==> config.mk <==
export PLATFORM = sky130hd
export DESIGN_NAME = standby_ctrl
export DESIGN_NICKNAME = d
export VERILOG_FILES = /design/src/include/standby_pkg.sv /design/src/hdl/pin_sync.sv /design/src/hdl/carry_timer.sv /design/src/hdl/standby_ctrl.sv
export SDC_FILE = /design/constraint.sdc
export NUM_CORES = 1
export LEC_CHECK = 0
export ABC_AREA = 1
export BUFFER_PORTS_ARGS = -buffer_cell sky130_fd_sc_hd__buf_2
export CAP_MARGIN = 40
export CELL_PAD_IN_SITES_DETAIL_PLACEMENT = 0
export CELL_PAD_IN_SITES_GLOBAL_PLACEMENT = 2
export CORE_ASPECT_RATIO = 1.4
export CORE_MARGIN = 2
export CORE_UTILIZATION = 32
export CTS_CLUSTER_DIAMETER = 120
export DETAILED_ROUTE_END_ITERATION = 7
export GPL_TIMING_DRIVEN = 0
export PLACE_DENSITY_LB_ADDON = 0.1
export RECOVER_POWER = 50
export SKIP_LAST_GASP = 1
export SYNTH_ARGS = -nofsm -noshare
export SYNTH_HDL_FRONTEND = slang
export SYNTH_SLANG_ARGS = --single-unit
==> constraint.sdc <==
create_clock -name i_clk -period 3.55 [get_ports i_clk]
set_clock_uncertainty 0.1 [all_clocks]
set_input_delay 0.71 -clock i_clk [delete_from_list [all_inputs] [get_ports i_clk]]
set_output_delay 0.71 -clock i_clk [all_outputs]
set_load 0.005 [all_outputs]
==> src/include/standby_pkg.sv <==
// Shared constants, types and register map of the standby controller.
// Assumes a 25 MHz system clock and a 32-bit Avalon-MM register bus.
package standby_pkg;

    // Clock rate and basic timer 0 carry period.
    localparam int CLK_HZ          = 25_000_000;
    localparam int CARRY_PERIOD_MS = 125;
    localparam int CARRY_CYCLES    = CLK_HZ / 1000 * CARRY_PERIOD_MS;

    // Widths.
    localparam int ADDR_W = 5;
    localparam int DATA_W = 32;
    localparam int KEY_W  = 3;
    localparam int MASK_W = 4;
    localparam int ST_W   = 6;

    // Register byte offsets.
    localparam logic [ADDR_W-1:0] OFS_CE_LEVEL = 5'h00;
    localparam logic [ADDR_W-1:0] OFS_STATUS   = 5'h04;
    localparam logic [ADDR_W-1:0] OFS_CLEAR    = 5'h08;
    localparam logic [ADDR_W-1:0] OFS_ENABLE   = 5'h0C;
    localparam logic [ADDR_W-1:0] OFS_WAKE     = 5'h10;
    localparam logic [ADDR_W-1:0] OFS_STATE    = 5'h14;

    // Field positions.
    localparam int CE_BIT        = 0;
    localparam int MASK_KEY_BIT  = 0;
    localparam int MASK_TMR_BIT  = 1;
    localparam int WAKE_CY_BIT   = 0;
    localparam int WAKE_KEY_LSB  = 1;
    localparam int STATE_MSK_LSB = 2;
    localparam int EV_WAKE       = 0;
    localparam int EV_STOP       = 1;
    localparam int EV_NOP        = 2;
    localparam int EV_CERST      = 3;
    localparam int EV_POR        = 4;
    localparam int EV_CARRY      = 5;

    // Reset values.
    localparam logic [ST_W-1:0]   ENABLE_RST = 6'h00;
    localparam logic [MASK_W-1:0] MASK_RST   = 4'h0;

    // Controller modes.
    typedef enum logic [1:0] {
        S_RUN,
        S_HALT,
        S_STOP,
        S_CE_WAIT
    } mode_e;

    // Instruction strobes from the CPU decoder.
    typedef struct packed {
        logic              halt;
        logic [MASK_W-1:0] mask;
        logic              stop;
    } cmd_s;

    // Clock and sequencing controls toward the rest of the chip.
    typedef struct packed {
        logic cpu_clk_en;
        logic osc_run;
        logic reset_pulse;
        logic resume_pulse;
        logic periph_init;
    } ctl_s;

endpackage

==> src/hdl/pin_sync.sv <==
// Two-stage synchroniser for a group of asynchronous pin levels.
// Assumes the pins are slow levels; each bit is treated on its own.
`timescale 1ns/1ps
`default_nettype none
module pin_sync #(
    parameter int WIDTH = 1
) (
    // Clock and reset.
    input  wire logic             i_clk,
    input  wire logic             i_reset,
    // Pin levels.
    input  wire logic [WIDTH-1:0] i_pins,
    output logic      [WIDTH-1:0] o_sync
);

    logic [WIDTH-1:0] meta_r;

    // The first stage feeds only the second stage.
    always_ff @(posedge i_clk or posedge i_reset) begin
        if (i_reset) begin
            meta_r <= '0;
            o_sync <= '0;
        end else begin
            meta_r <= i_pins;
            o_sync <= meta_r;
        end
    end

endmodule
`default_nettype wire

==> src/hdl/carry_timer.sv <==
// Basic timer 0: emits a one-cycle carry pulse once per period.
// Assumes i_run is low while the oscillator is stopped.
`timescale 1ns/1ps
`default_nettype none
module carry_timer #(
    parameter int CYCLES = 3_125_000
) (
    // Clock and reset.
    input  wire logic i_clk,
    input  wire logic i_reset,
    // Control and carry.
    input  wire logic i_run,
    output logic      o_carry
);

    localparam int CW = $clog2(CYCLES);
    localparam logic [CW-1:0] LAST = CW'(CYCLES - 1);

    logic [CW-1:0] cnt_r;
    logic [CW-1:0] cnt_nxt;
    logic          carry_nxt;

    // The counter only advances while the oscillator runs.
    always_comb begin
        cnt_nxt   = cnt_r;
        carry_nxt = 1'b0;
        if (i_run) begin
            if (cnt_r == LAST) begin
                cnt_nxt   = '0;
                carry_nxt = 1'b1;
            end else begin
                cnt_nxt = cnt_r + CW'(1);
            end
        end
    end

    // Counter and carry registers.
    always_ff @(posedge i_clk or posedge i_reset) begin
        if (i_reset) begin
            cnt_r   <= '0;
            o_carry <= 1'b0;
        end else begin
            cnt_r   <= cnt_nxt;
            o_carry <= carry_nxt;
        end
    end

endmodule
`default_nettype wire

==> src/hdl/standby_ctrl.sv <==
// Standby controller: halt, clock-stop, chip-enable reset and power-on.
// Assumes CPU instruction strobes are one-cycle pulses on i_clk and
// that pins are asynchronous; software uses Avalon-MM with waitrequest.
//
// Decided for this implementation: the address map and the Avalon-MM interface to the registers.
`timescale 1ns/1ps
`default_nettype none
module standby_ctrl
    import standby_pkg::*;
#(
    parameter int CARRY_CYC = CARRY_CYCLES
) (
    // Clock and reset.
    input  wire logic              i_clk,
    input  wire logic              i_reset,
    // External pins.
    input  wire logic              i_chip_enable,
    input  wire logic [KEY_W-1:0]  i_key_input_line,
    input  wire logic              i_supply_ok,
    // CPU instruction strobes.
    input  wire cmd_s              i_cmd,
    // Controls to the chip.
    output ctl_s                   o_ctl,
    output logic                   o_irq,
    // Avalon-MM slave.
    input  wire logic [ADDR_W-1:0] i_address,
    input  wire logic              i_read,
    input  wire logic              i_write,
    input  wire logic [DATA_W-1:0] i_writedata,
    output logic [DATA_W-1:0]      o_readdata,
    output logic                   o_waitrequest
);

    // Register offset match, ignoring the byte lane bits.
    // The bus carries whole 32-bit words only, so the two low address bits
    // never select anything; any byte address inside a word still hits it.
    function automatic logic hit(input logic [ADDR_W-1:0] a,
                                 input logic [ADDR_W-1:0] ofs);
        hit = (a[ADDR_W-1:2] == ofs[ADDR_W-1:2]);
    endfunction

    // Synchronised pins and edge detection.
    // Logic reads a pin only after the second flip-flop, so a level that moves
    // near a clock edge can never split one decision into two different ones.
    logic [KEY_W+1:0] pins_s;
    logic             ce_s;
    logic             sup_s;
    logic [KEY_W-1:0] key_s;
    logic             ce_d_r;
    logic             sup_d_r;
    logic             ce_rise;
    logic             por_rise;
    logic             carry;

    // Controller state.
    mode_e             mode_r;
    mode_e             mode_nxt;
    logic [MASK_W-1:0] mask_r;
    logic [MASK_W-1:0] mask_nxt;
    logic              ce_pend_r;
    logic              ce_pend_nxt;
    ctl_s              ctl_nxt;
    logic [ST_W-1:0]   ev;
    logic              wake;

    // Register file state.
    logic [ST_W-1:0]   status_r;
    logic [ST_W-1:0]   status_nxt;
    logic [ST_W-1:0]   enable_r;
    logic [ST_W-1:0]   enable_nxt;
    logic              cy_flag_r;
    logic              cy_flag_nxt;
    logic              irq_nxt;
    logic              wait_nxt;
    logic [DATA_W-1:0] rdata_nxt;
    logic              wr_go;
    logic              rd_go;

    // All external levels pass two flip-flops before use.
    // Supply, chip-enable and the key lines share one synchroniser, so they
    // all arrive with exactly the same two-cycle delay.
    pin_sync #(
        .WIDTH (KEY_W + 2)
    ) u_sync (
        .i_clk   (i_clk),
        .i_reset (i_reset),
        .i_pins  ({i_supply_ok, i_chip_enable, i_key_input_line}),
        .o_sync  (pins_s)
    );

    assign sup_s = pins_s[KEY_W+1];
    assign ce_s  = pins_s[KEY_W];
    assign key_s = pins_s[KEY_W-1:0];

    // Timer runs whenever the oscillator runs, halted CPU or not.
    // It freezes only in clock-stop, so its phase survives a halt and the
    // next carry after a chip-enable rise is never more than a period away.
    carry_timer #(
        .CYCLES (CARRY_CYC)
    ) u_timer (
        .i_clk   (i_clk),
        .i_reset (i_reset),
        .i_run   (o_ctl.osc_run),
        .o_carry (carry)
    );

    // Edges of the synchronised chip-enable and supply levels.
    // The delayed copies reset low, so a supply that is already good after
    // reset still gives one rise, which is the wanted power-on event.
    assign ce_rise  = ce_s & ~ce_d_r;
    assign por_rise = sup_s & ~sup_d_r;

    // Enabled wake sources ORed together.
    // The mask is latched with the halt strobe, so nothing that happens later
    // can change the wake sources of a halt that is already under way.
    assign wake = (mask_r[MASK_KEY_BIT] & (|key_s))
                | (mask_r[MASK_TMR_BIT] & carry);

    // Mode sequencing; resets take priority over every other event.
    // Stop is tested before halt, so a strobe pair never leaves the CPU in
    // halt while the oscillator is about to stop. A supply loss overrides
    // everything, a pending chip-enable reset included, because it erases it.
    always_comb begin
        mode_nxt    = mode_r;
        mask_nxt    = mask_r;
        ce_pend_nxt = ce_pend_r | ce_rise;
        ev          = '0;
        ctl_nxt     = '0;
        case (mode_r)
            S_RUN: begin
                if (i_cmd.stop && !ce_s) begin
                    mode_nxt            = S_STOP;
                    ctl_nxt.periph_init = 1'b1;
                    ev[EV_STOP]         = 1'b1;
                end else if (i_cmd.stop) begin
                    ev[EV_NOP] = 1'b1;
                end else if (i_cmd.halt) begin
                    mode_nxt = S_HALT;
                    mask_nxt = i_cmd.mask;
                end
            end
            S_HALT: begin
                if (wake) begin
                    mode_nxt             = S_RUN;
                    ctl_nxt.resume_pulse = 1'b1;
                    ev[EV_WAKE]          = 1'b1;
                end
            end
            S_STOP: begin
                if (ce_rise) begin
                    mode_nxt = S_CE_WAIT;
                end
            end
            S_CE_WAIT: begin
                mode_nxt = S_CE_WAIT;
            end
            default: begin
                mode_nxt = S_RUN;
            end
        endcase
        // Chip-enable reset waits for the next carry.
        // It applies in every mode, halt and run included, even with CE still high.
        if (ce_pend_r && carry) begin
            mode_nxt            = S_RUN;
            ce_pend_nxt         = 1'b0;
            ctl_nxt.reset_pulse = 1'b1;
            ctl_nxt.resume_pulse = 1'b0;
            ev[EV_CERST]        = 1'b1;
        end
        // A dead supply holds everything stopped until it returns.
        if (!sup_s) begin
            mode_nxt    = S_STOP;
            ce_pend_nxt = 1'b0;
            ctl_nxt     = '0;
            ev          = '0;
        end else if (por_rise) begin
            mode_nxt            = S_RUN;
            ce_pend_nxt         = 1'b0;
            ctl_nxt             = '0;
            ctl_nxt.reset_pulse = 1'b1;
            ev                  = '0;
            ev[EV_POR]          = 1'b1;
        end
        if (ctl_nxt.reset_pulse) begin
            mask_nxt = MASK_RST;
        end
        ev[EV_CARRY]       = carry;
        ctl_nxt.cpu_clk_en = (mode_nxt == S_RUN);
        ctl_nxt.osc_run    = (mode_nxt != S_STOP);
    end

    // Mode registers.
    // The controller leaves reset in clock-stop and waits for the supply,
    // so the first restart is always a power-on reset pulse.
    always_ff @(posedge i_clk or posedge i_reset) begin
        if (i_reset) begin
            mode_r    <= S_STOP;
            mask_r    <= MASK_RST;
            ce_pend_r <= 1'b0;
            ce_d_r    <= 1'b0;
            sup_d_r   <= 1'b0;
            o_ctl     <= '0;
        end else begin
            mode_r    <= mode_nxt;
            mask_r    <= mask_nxt;
            ce_pend_r <= ce_pend_nxt;
            ce_d_r    <= ce_s;
            sup_d_r   <= sup_s;
            o_ctl     <= ctl_nxt;
        end
    end

    // Bus handshake: one wait cycle, then the access completes.
    // Read data are captured in the wait cycle, so they already stand in the
    // register while waitrequest is low and the master samples them.
    // A write is applied only at the edge at which waitrequest is low.
    assign rd_go    = i_read & o_waitrequest;
    assign wr_go    = i_write & ~o_waitrequest;
    assign wait_nxt = ~((i_read | i_write) & o_waitrequest);

    // Register writes and sticky flags; a set beats a same-cycle clear.
    // Software therefore never loses an event that arrives while it clears.
    always_comb begin
        enable_nxt  = enable_r;
        status_nxt  = status_r;
        cy_flag_nxt = cy_flag_r;
        if (wr_go && hit(i_address, OFS_ENABLE)) begin
            enable_nxt = i_writedata[ST_W-1:0];
        end
        if (wr_go && hit(i_address, OFS_CLEAR)) begin
            status_nxt = status_r & ~i_writedata[ST_W-1:0];
        end
        if (wr_go && hit(i_address, OFS_WAKE) && i_writedata[WAKE_CY_BIT]) begin
            cy_flag_nxt = 1'b0;
        end
        status_nxt  = status_nxt | ev;
        cy_flag_nxt = cy_flag_nxt | carry;
        irq_nxt     = |(status_nxt & enable_nxt);
    end

    // Read data selection; unmapped offsets read as zero.
    // The read word is held between reads, so a slow master sees a stable
    // value for as long as it likes.
    always_comb begin
        rdata_nxt = o_readdata;
        if (rd_go) begin
            rdata_nxt = '0;
            if (hit(i_address, OFS_CE_LEVEL)) begin
                rdata_nxt[CE_BIT] = ce_s;
            end else if (hit(i_address, OFS_STATUS)) begin
                rdata_nxt[ST_W-1:0] = status_r;
            end else if (hit(i_address, OFS_ENABLE)) begin
                rdata_nxt[ST_W-1:0] = enable_r;
            end else if (hit(i_address, OFS_WAKE)) begin
                rdata_nxt[WAKE_CY_BIT] = cy_flag_r;
                rdata_nxt[WAKE_KEY_LSB +: KEY_W] = key_s;
            end else if (hit(i_address, OFS_STATE)) begin
                rdata_nxt[1:0] = mode_r;
                rdata_nxt[STATE_MSK_LSB +: MASK_W] = mask_r;
            end else begin
                rdata_nxt = '0;
            end
        end
    end

    // Register file and bus registers.
    always_ff @(posedge i_clk or posedge i_reset) begin
        if (i_reset) begin
            enable_r      <= ENABLE_RST;
            status_r      <= '0;
            cy_flag_r     <= 1'b0;
            o_irq         <= 1'b0;
            o_waitrequest <= 1'b1;
            o_readdata    <= '0;
        end else begin
            enable_r      <= enable_nxt;
            status_r      <= status_nxt;
            cy_flag_r     <= cy_flag_nxt;
            o_irq         <= irq_nxt;
            o_waitrequest <= wait_nxt;
            o_readdata    <= rdata_nxt;
        end
    end

endmodule
`default_nettype wire

; Word level (Yosys, flattened, before mapping)
; Index checks and enable logic that the tools add are counted.
[classes]
add_sub_neg = 1
eq_ne = 12
n_mux = 43
bitwise_logic = 19
n_reduce_logical = 15
[ops]
columns = cell, count
row1 = two-way mux 31 bit, 1
row2 = two-way mux 6 bit, 5
row3 = two-way mux 4 bit, 6
row4 = "adder 22 x 1 -> 22 bit, second input constant", 1
row5 = "equality test 22 bit, second input constant", 1
row6 = two-way mux 2 bit, 11
row7 = two-way mux 22 bit, 1
row8 = two-way mux 1 bit, 14
row9 = AND 6 bit, 2
row10 = two-way mux 5 bit, 2
row11 = one-hot mux 2 bit (4 select lines), 1
row12 = AND 1 bit, 7
row13 = "equality test 3 x 2 -> 1 bit, second input constant", 2
row14 = "equality test 3 bit, second input constant", 2
row15 = logical AND 1 bit, 6
row16 = two-way mux 3 bit, 2
row17 = NOT 6 bit, 1
row18 = bitwise OR 6 bit, 1
row19 = OR reduction 6 bit, 1
row20 = "equality test 2 bit, second input constant", 2
row21 = zero test 2 bit, 2
row22 = "inequality test 2 bit, second input constant", 2
row23 = NOT 1 bit, 4
row24 = bitwise OR 1 bit, 4
row25 = other kinds (8), 9
[totals]
ff_bits = 94
output_inout_bits = 39

; Longest topological paths before layout
[depth]
word_depth = 10
depth_mapped = 10

; Modules after synthesis
; From an unflattened synthesis, not the netlist that was laid out.
[unflattened]
cells_unflattened = 437
hier_area_um2 = 3474.6
[modules_own_cells]
columns = module, instances, cells_each, area_per_inst_um2, seq_area_each_um2
row1 = standby_ctrl, 1, 242, 1905.6, 878.3
row2 = carry_timer, 1, 184, 1315.0, 575.6
row3 = pin_sync, 1, 11, 254.0, 250.2

; Worst setup path before layout
; OpenSTA, ideal clock, no wires.
[synth_timing]
path_type = input to register
startpoint = input i_address[4]
endpoint = register o_irq
setup_ps = 119
arrival_ps = 1464
path_slack_ps = 1867
path_stages = 9
path_cell_list = buf_2 > nor2_4 > nand3_1 > nand2_1 > nand3_1 > nand2_1 > nand2_1 > nor2_1 > nand2_1
[synth_between]
elab_chain_cells = 6
word_cells_on_any_way = 9
[synth_lines]
columns = element, line
row1 = "start, declared", standby_ctrl.sv:26  ; input wire logic [ADDR_W-1:0] i_address,
row2 = equality test 3 x 2 -> 1 bit, standby_ctrl.sv:39  ; hit = (a[ADDR_W-1:2] == ofs[ADDR_W-1:2]);
row3 = logical AND 1 bit, standby_ctrl.sv:230  ; if (wr_go && hit(i_address, OFS_CLEAR)) begin
row4 = two-way mux 6 bit, standby_ctrl.sv:230
row5 = bitwise OR 6 bit, standby_ctrl.sv:236  ; status_nxt = status_nxt | ev;
row6 = via status_nxt[1], standby_ctrl.sv:68  ; logic [ST_W-1:0] status_nxt;
row7 = AND 6 bit, standby_ctrl.sv:238  ; irq_nxt = |(status_nxt & enable_nxt);
row8 = OR reduction 6 bit, standby_ctrl.sv:238
row9 = via irq_nxt, standby_ctrl.sv:73  ; logic irq_nxt;
row10 = "end signal, assigned", standby_ctrl.sv:279  ; o_irq <= irq_nxt;
row11 = "end, declared", standby_ctrl.sv:24  ; output logic o_irq,
; The timed path passes the listed nets, and every way through them passes these cells.
; A chain may end at the register's enable or synchronous reset.

==> reports/qor.yml <==
status: "finished, final reports clean"
powerDensity_nw_per_um2: 536
yosys.area.top_type: "dfrtp_1"
num_rows: 45
post_drt_wl_per_cell_um: 13.6
critPathLaunchType: "input port"
yosys.area.top_type_share_pct: 45.7
fp.coreArea_um2: 10900
grt_pass1_vias: 2954
io_buffers: 36
endpoint_kind: "async pin"
max-slew-margin-rel_pct: 1.93
postCtsSetupBuffers: 0
fin_total_pwr_mw: 2.37
cts-root-buf: "clkbuf_16"
seqPwrFrac_pct: 41.1
power_switching_uw: 659
cts_buffers: 9
ctsResizeCount: 0
syn_to_final_growth_pct: 22.3
drtIter0Drc: 100
fillers: 1185
synth_area_um2: 3610
worst_pin_slew_ps: 1470
final-setup-viol-count: 0
cp_max_fo: 58
ys_ff_latch: 68
critPathKind: "in -> async"
timing.final.crit_share_pct: 61.8
cts_sinks: 68
grt_usage_pct: 16.5
vias_per_cell: 4.44
syn_area_per_cell_um2: 7.54
dr.pass1.iters: 4
grt_pass1_wl_mm: 14.8
drc: 0
drive_gt1_share_pct: 19.2
switching_share_pct: 27.8
synth.distinct_cells: 30
ys_top_cells_by_area: "dfrtp_1 (46%), nand2_1 (13%), inv_1 (7.3%)"
clockBufferDepth: 2
place_congestion: 0.786
syn_inst: 479
cts_max_level: 3
yosysSeqAreaShare_pct: 47.2
io_pins: 91
postLayoutCoreUtil_pct: 40.4
min_period_ps: 2190
cts_tree: "done"
cap_viol_max_count: 0
die_h_um: 130
postPlaceCellArea_um2: 4100
hpwl_mm: 7.42
synthArstFlopShare_pct: 100
start_util_pct: 33.1
rsz0062_at_grt: "false"
crit_arrival_ps: 2270
pwr-share-clk_pct: 43.5
min_path_type: "reg -> reg"
grt_overflow: 0
diodes: 0
yosys_warnings: 0
ant_nets: 0
clock_latency_ps: 330
fin_setup_tns_ps: 0
synth_ff_type: "dfrtp_1"
vias: 3107
combPwrFrac_pct: 15.4
hold_buffers: 0
dieArea_um2: 12200
antenna_found_initial: 0
numPlacedInstances: 683
grt_max_degree: 59
nNetsFinal: 606
final_cells: 699
p_leak_nw: 2.31
peakVddDrop_mv: 0.221
drt-total-wl_mm: 9.51
design_area_um2: 4420
drv_slew: 0
synth_edf_count: 0
fmax_mhz: 456
die_x_um: 93.8
final_hold_viol_count: 0
clk_pin_slew_ps: 60
p_int_mw: 1.71
cp.required_ps: 3630
[path summary, 6_finish.rpt]
kind | to | cells after the start | slack [ps] | from
setup / recovery | u_sync.meta_r[3] | 3 | 1360 | i_reset
hold / removal | u_sync.o_sync[3] | 0 | 240 | u_sync.meta_r[3]
setup reg to reg | u_timer.cnt_r[15] | 9 | 1820 | u_timer.cnt_r[1]
hold reg to reg | u_sync.o_sync[3] | 0 | 240 | u_sync.meta_r[3]
max in group i_clk | o_waitrequest | 1 | 1650 | o_waitrequest
min in group asynchronous | u_sync.meta_r[0] | 2 | 250 | i_reset
[state kept, by name, indices dropped and copies added (netlist names)]
name             cells
o_waitrequest        1
o_ctl                5
mask_r               4
enable_r             6
ce_pend_r            1
u_sync.o_sync        5
sup_d_r              1
u_timer.o_carry      1
cy_flag_r            1
u_sync.meta_r        5
status_r             6
o_irq                1
ce_d_r               1
mode_r               2
u_timer.cnt_r       22
o_readdata           6
[Yosys cell counts, types with 3 or more instances]
cell type	n
nor2_2	7
o21ai_0	14
buf_2	3
nand2_1	125
a21oi_1	12
buf_4	28
o21ai_1	10
nand3_1	44
inv_1	70
inv_2	4
nor2_1	52
nand2_2	4
dfrtp_1	66
nor3_1	8
nand4_1	11
[through the flow]
stage	hold slack, ps	setup slack, ps
2_1_floorplan	231	1030
3_3_place_gp	232	78.4
3_5_place_dp	235	1470
4_1_cts	169	1690
5_1_grt	241	963
6_report	239	1360
[metal layers]
| layer | track usage [%] | vias to the layer above | part of all wire [%] |
|---|---|---|---|
| met4 | 9.12 | 0 | 3.8 |
| met1 | 17.1 | 1429 | 38 |
| li1 | - | 1606 | - |
| met2 | 30.6 | 57 | 54 |
| met5 | 0 | - | 0 |
| met3 | 3.46 | 15 | 3.6 |
[power groups by stage]
stage / clock [mW] / combinational [mW] / sequential, mW
2_1_floorplan: 0 / 0.261 / 0.955
3_3_place_gp: 0 / 0.365 / 0.985
3_5_place_dp: 0 / 0.376 / 0.986
4_1_cts: 1.06 / 0.376 / 0.974
5_1_grt: 1.09 / 0.419 / 0.984
6_report: 1.03 / 0.365 / 0.972
[area by class of cell]
| type | count | area, µm² | share of cell area (%) |
|---|---|---|---|
| Sequential cell | 68 | 1700 | 38.6 |
| Multi-Input combinational cell | 329 | 1490 | 33.8 |
| Inverter | 76 | 287 | 6.49 |
| Clock buffer | 10 | 229 | 5.18 |
| Buffer | 31 | 225 | 5.10 |
| Timing Repair Buffer | 38 | 190 | 4.31 |
| Tap cell | 141 | 176 | 3.99 |
| Clock inverter | 6 | 114 | 2.58 |
[cells by family (layout without fill, tap and decap cells)]
group	after synthesis	in the layout	synth area share [%]
AO/OA/AOI/OAI	42	42	6.27
XOR/XNOR	2	2	0.485
adder cells (fa/ha/maj)	1	1	0.346
buffers and inverters	107	161	14.1
flip-flops	68	68	47.2
other	1	26	0.104
AND/OR/NAND/NOR	258	258	31.5
[critical path, cell delays in order]
cell and delay (ps):
buf_2 100, clkinvlp_2 280, clkbuf_2 1150
[layout by cell type (no fill, tap or decap), drive strengths merged]
cell	instances
a211oi	1
inv	73
clkinv	3
o211ai	2
ha	1
nor4	1
xor2	2
clkbuf	11
nand4	11
bufinv	3
clkinvlp	3
and2	1
nand3	45
o22ai	1
buf	68
nand2	129
a221oi	2
nor2	60
dfrtp	66
or2	1
dfstp	2
conb	26
a21oi	12
o21ai	24
nor3	10
(Power assumes the default switching activity.)
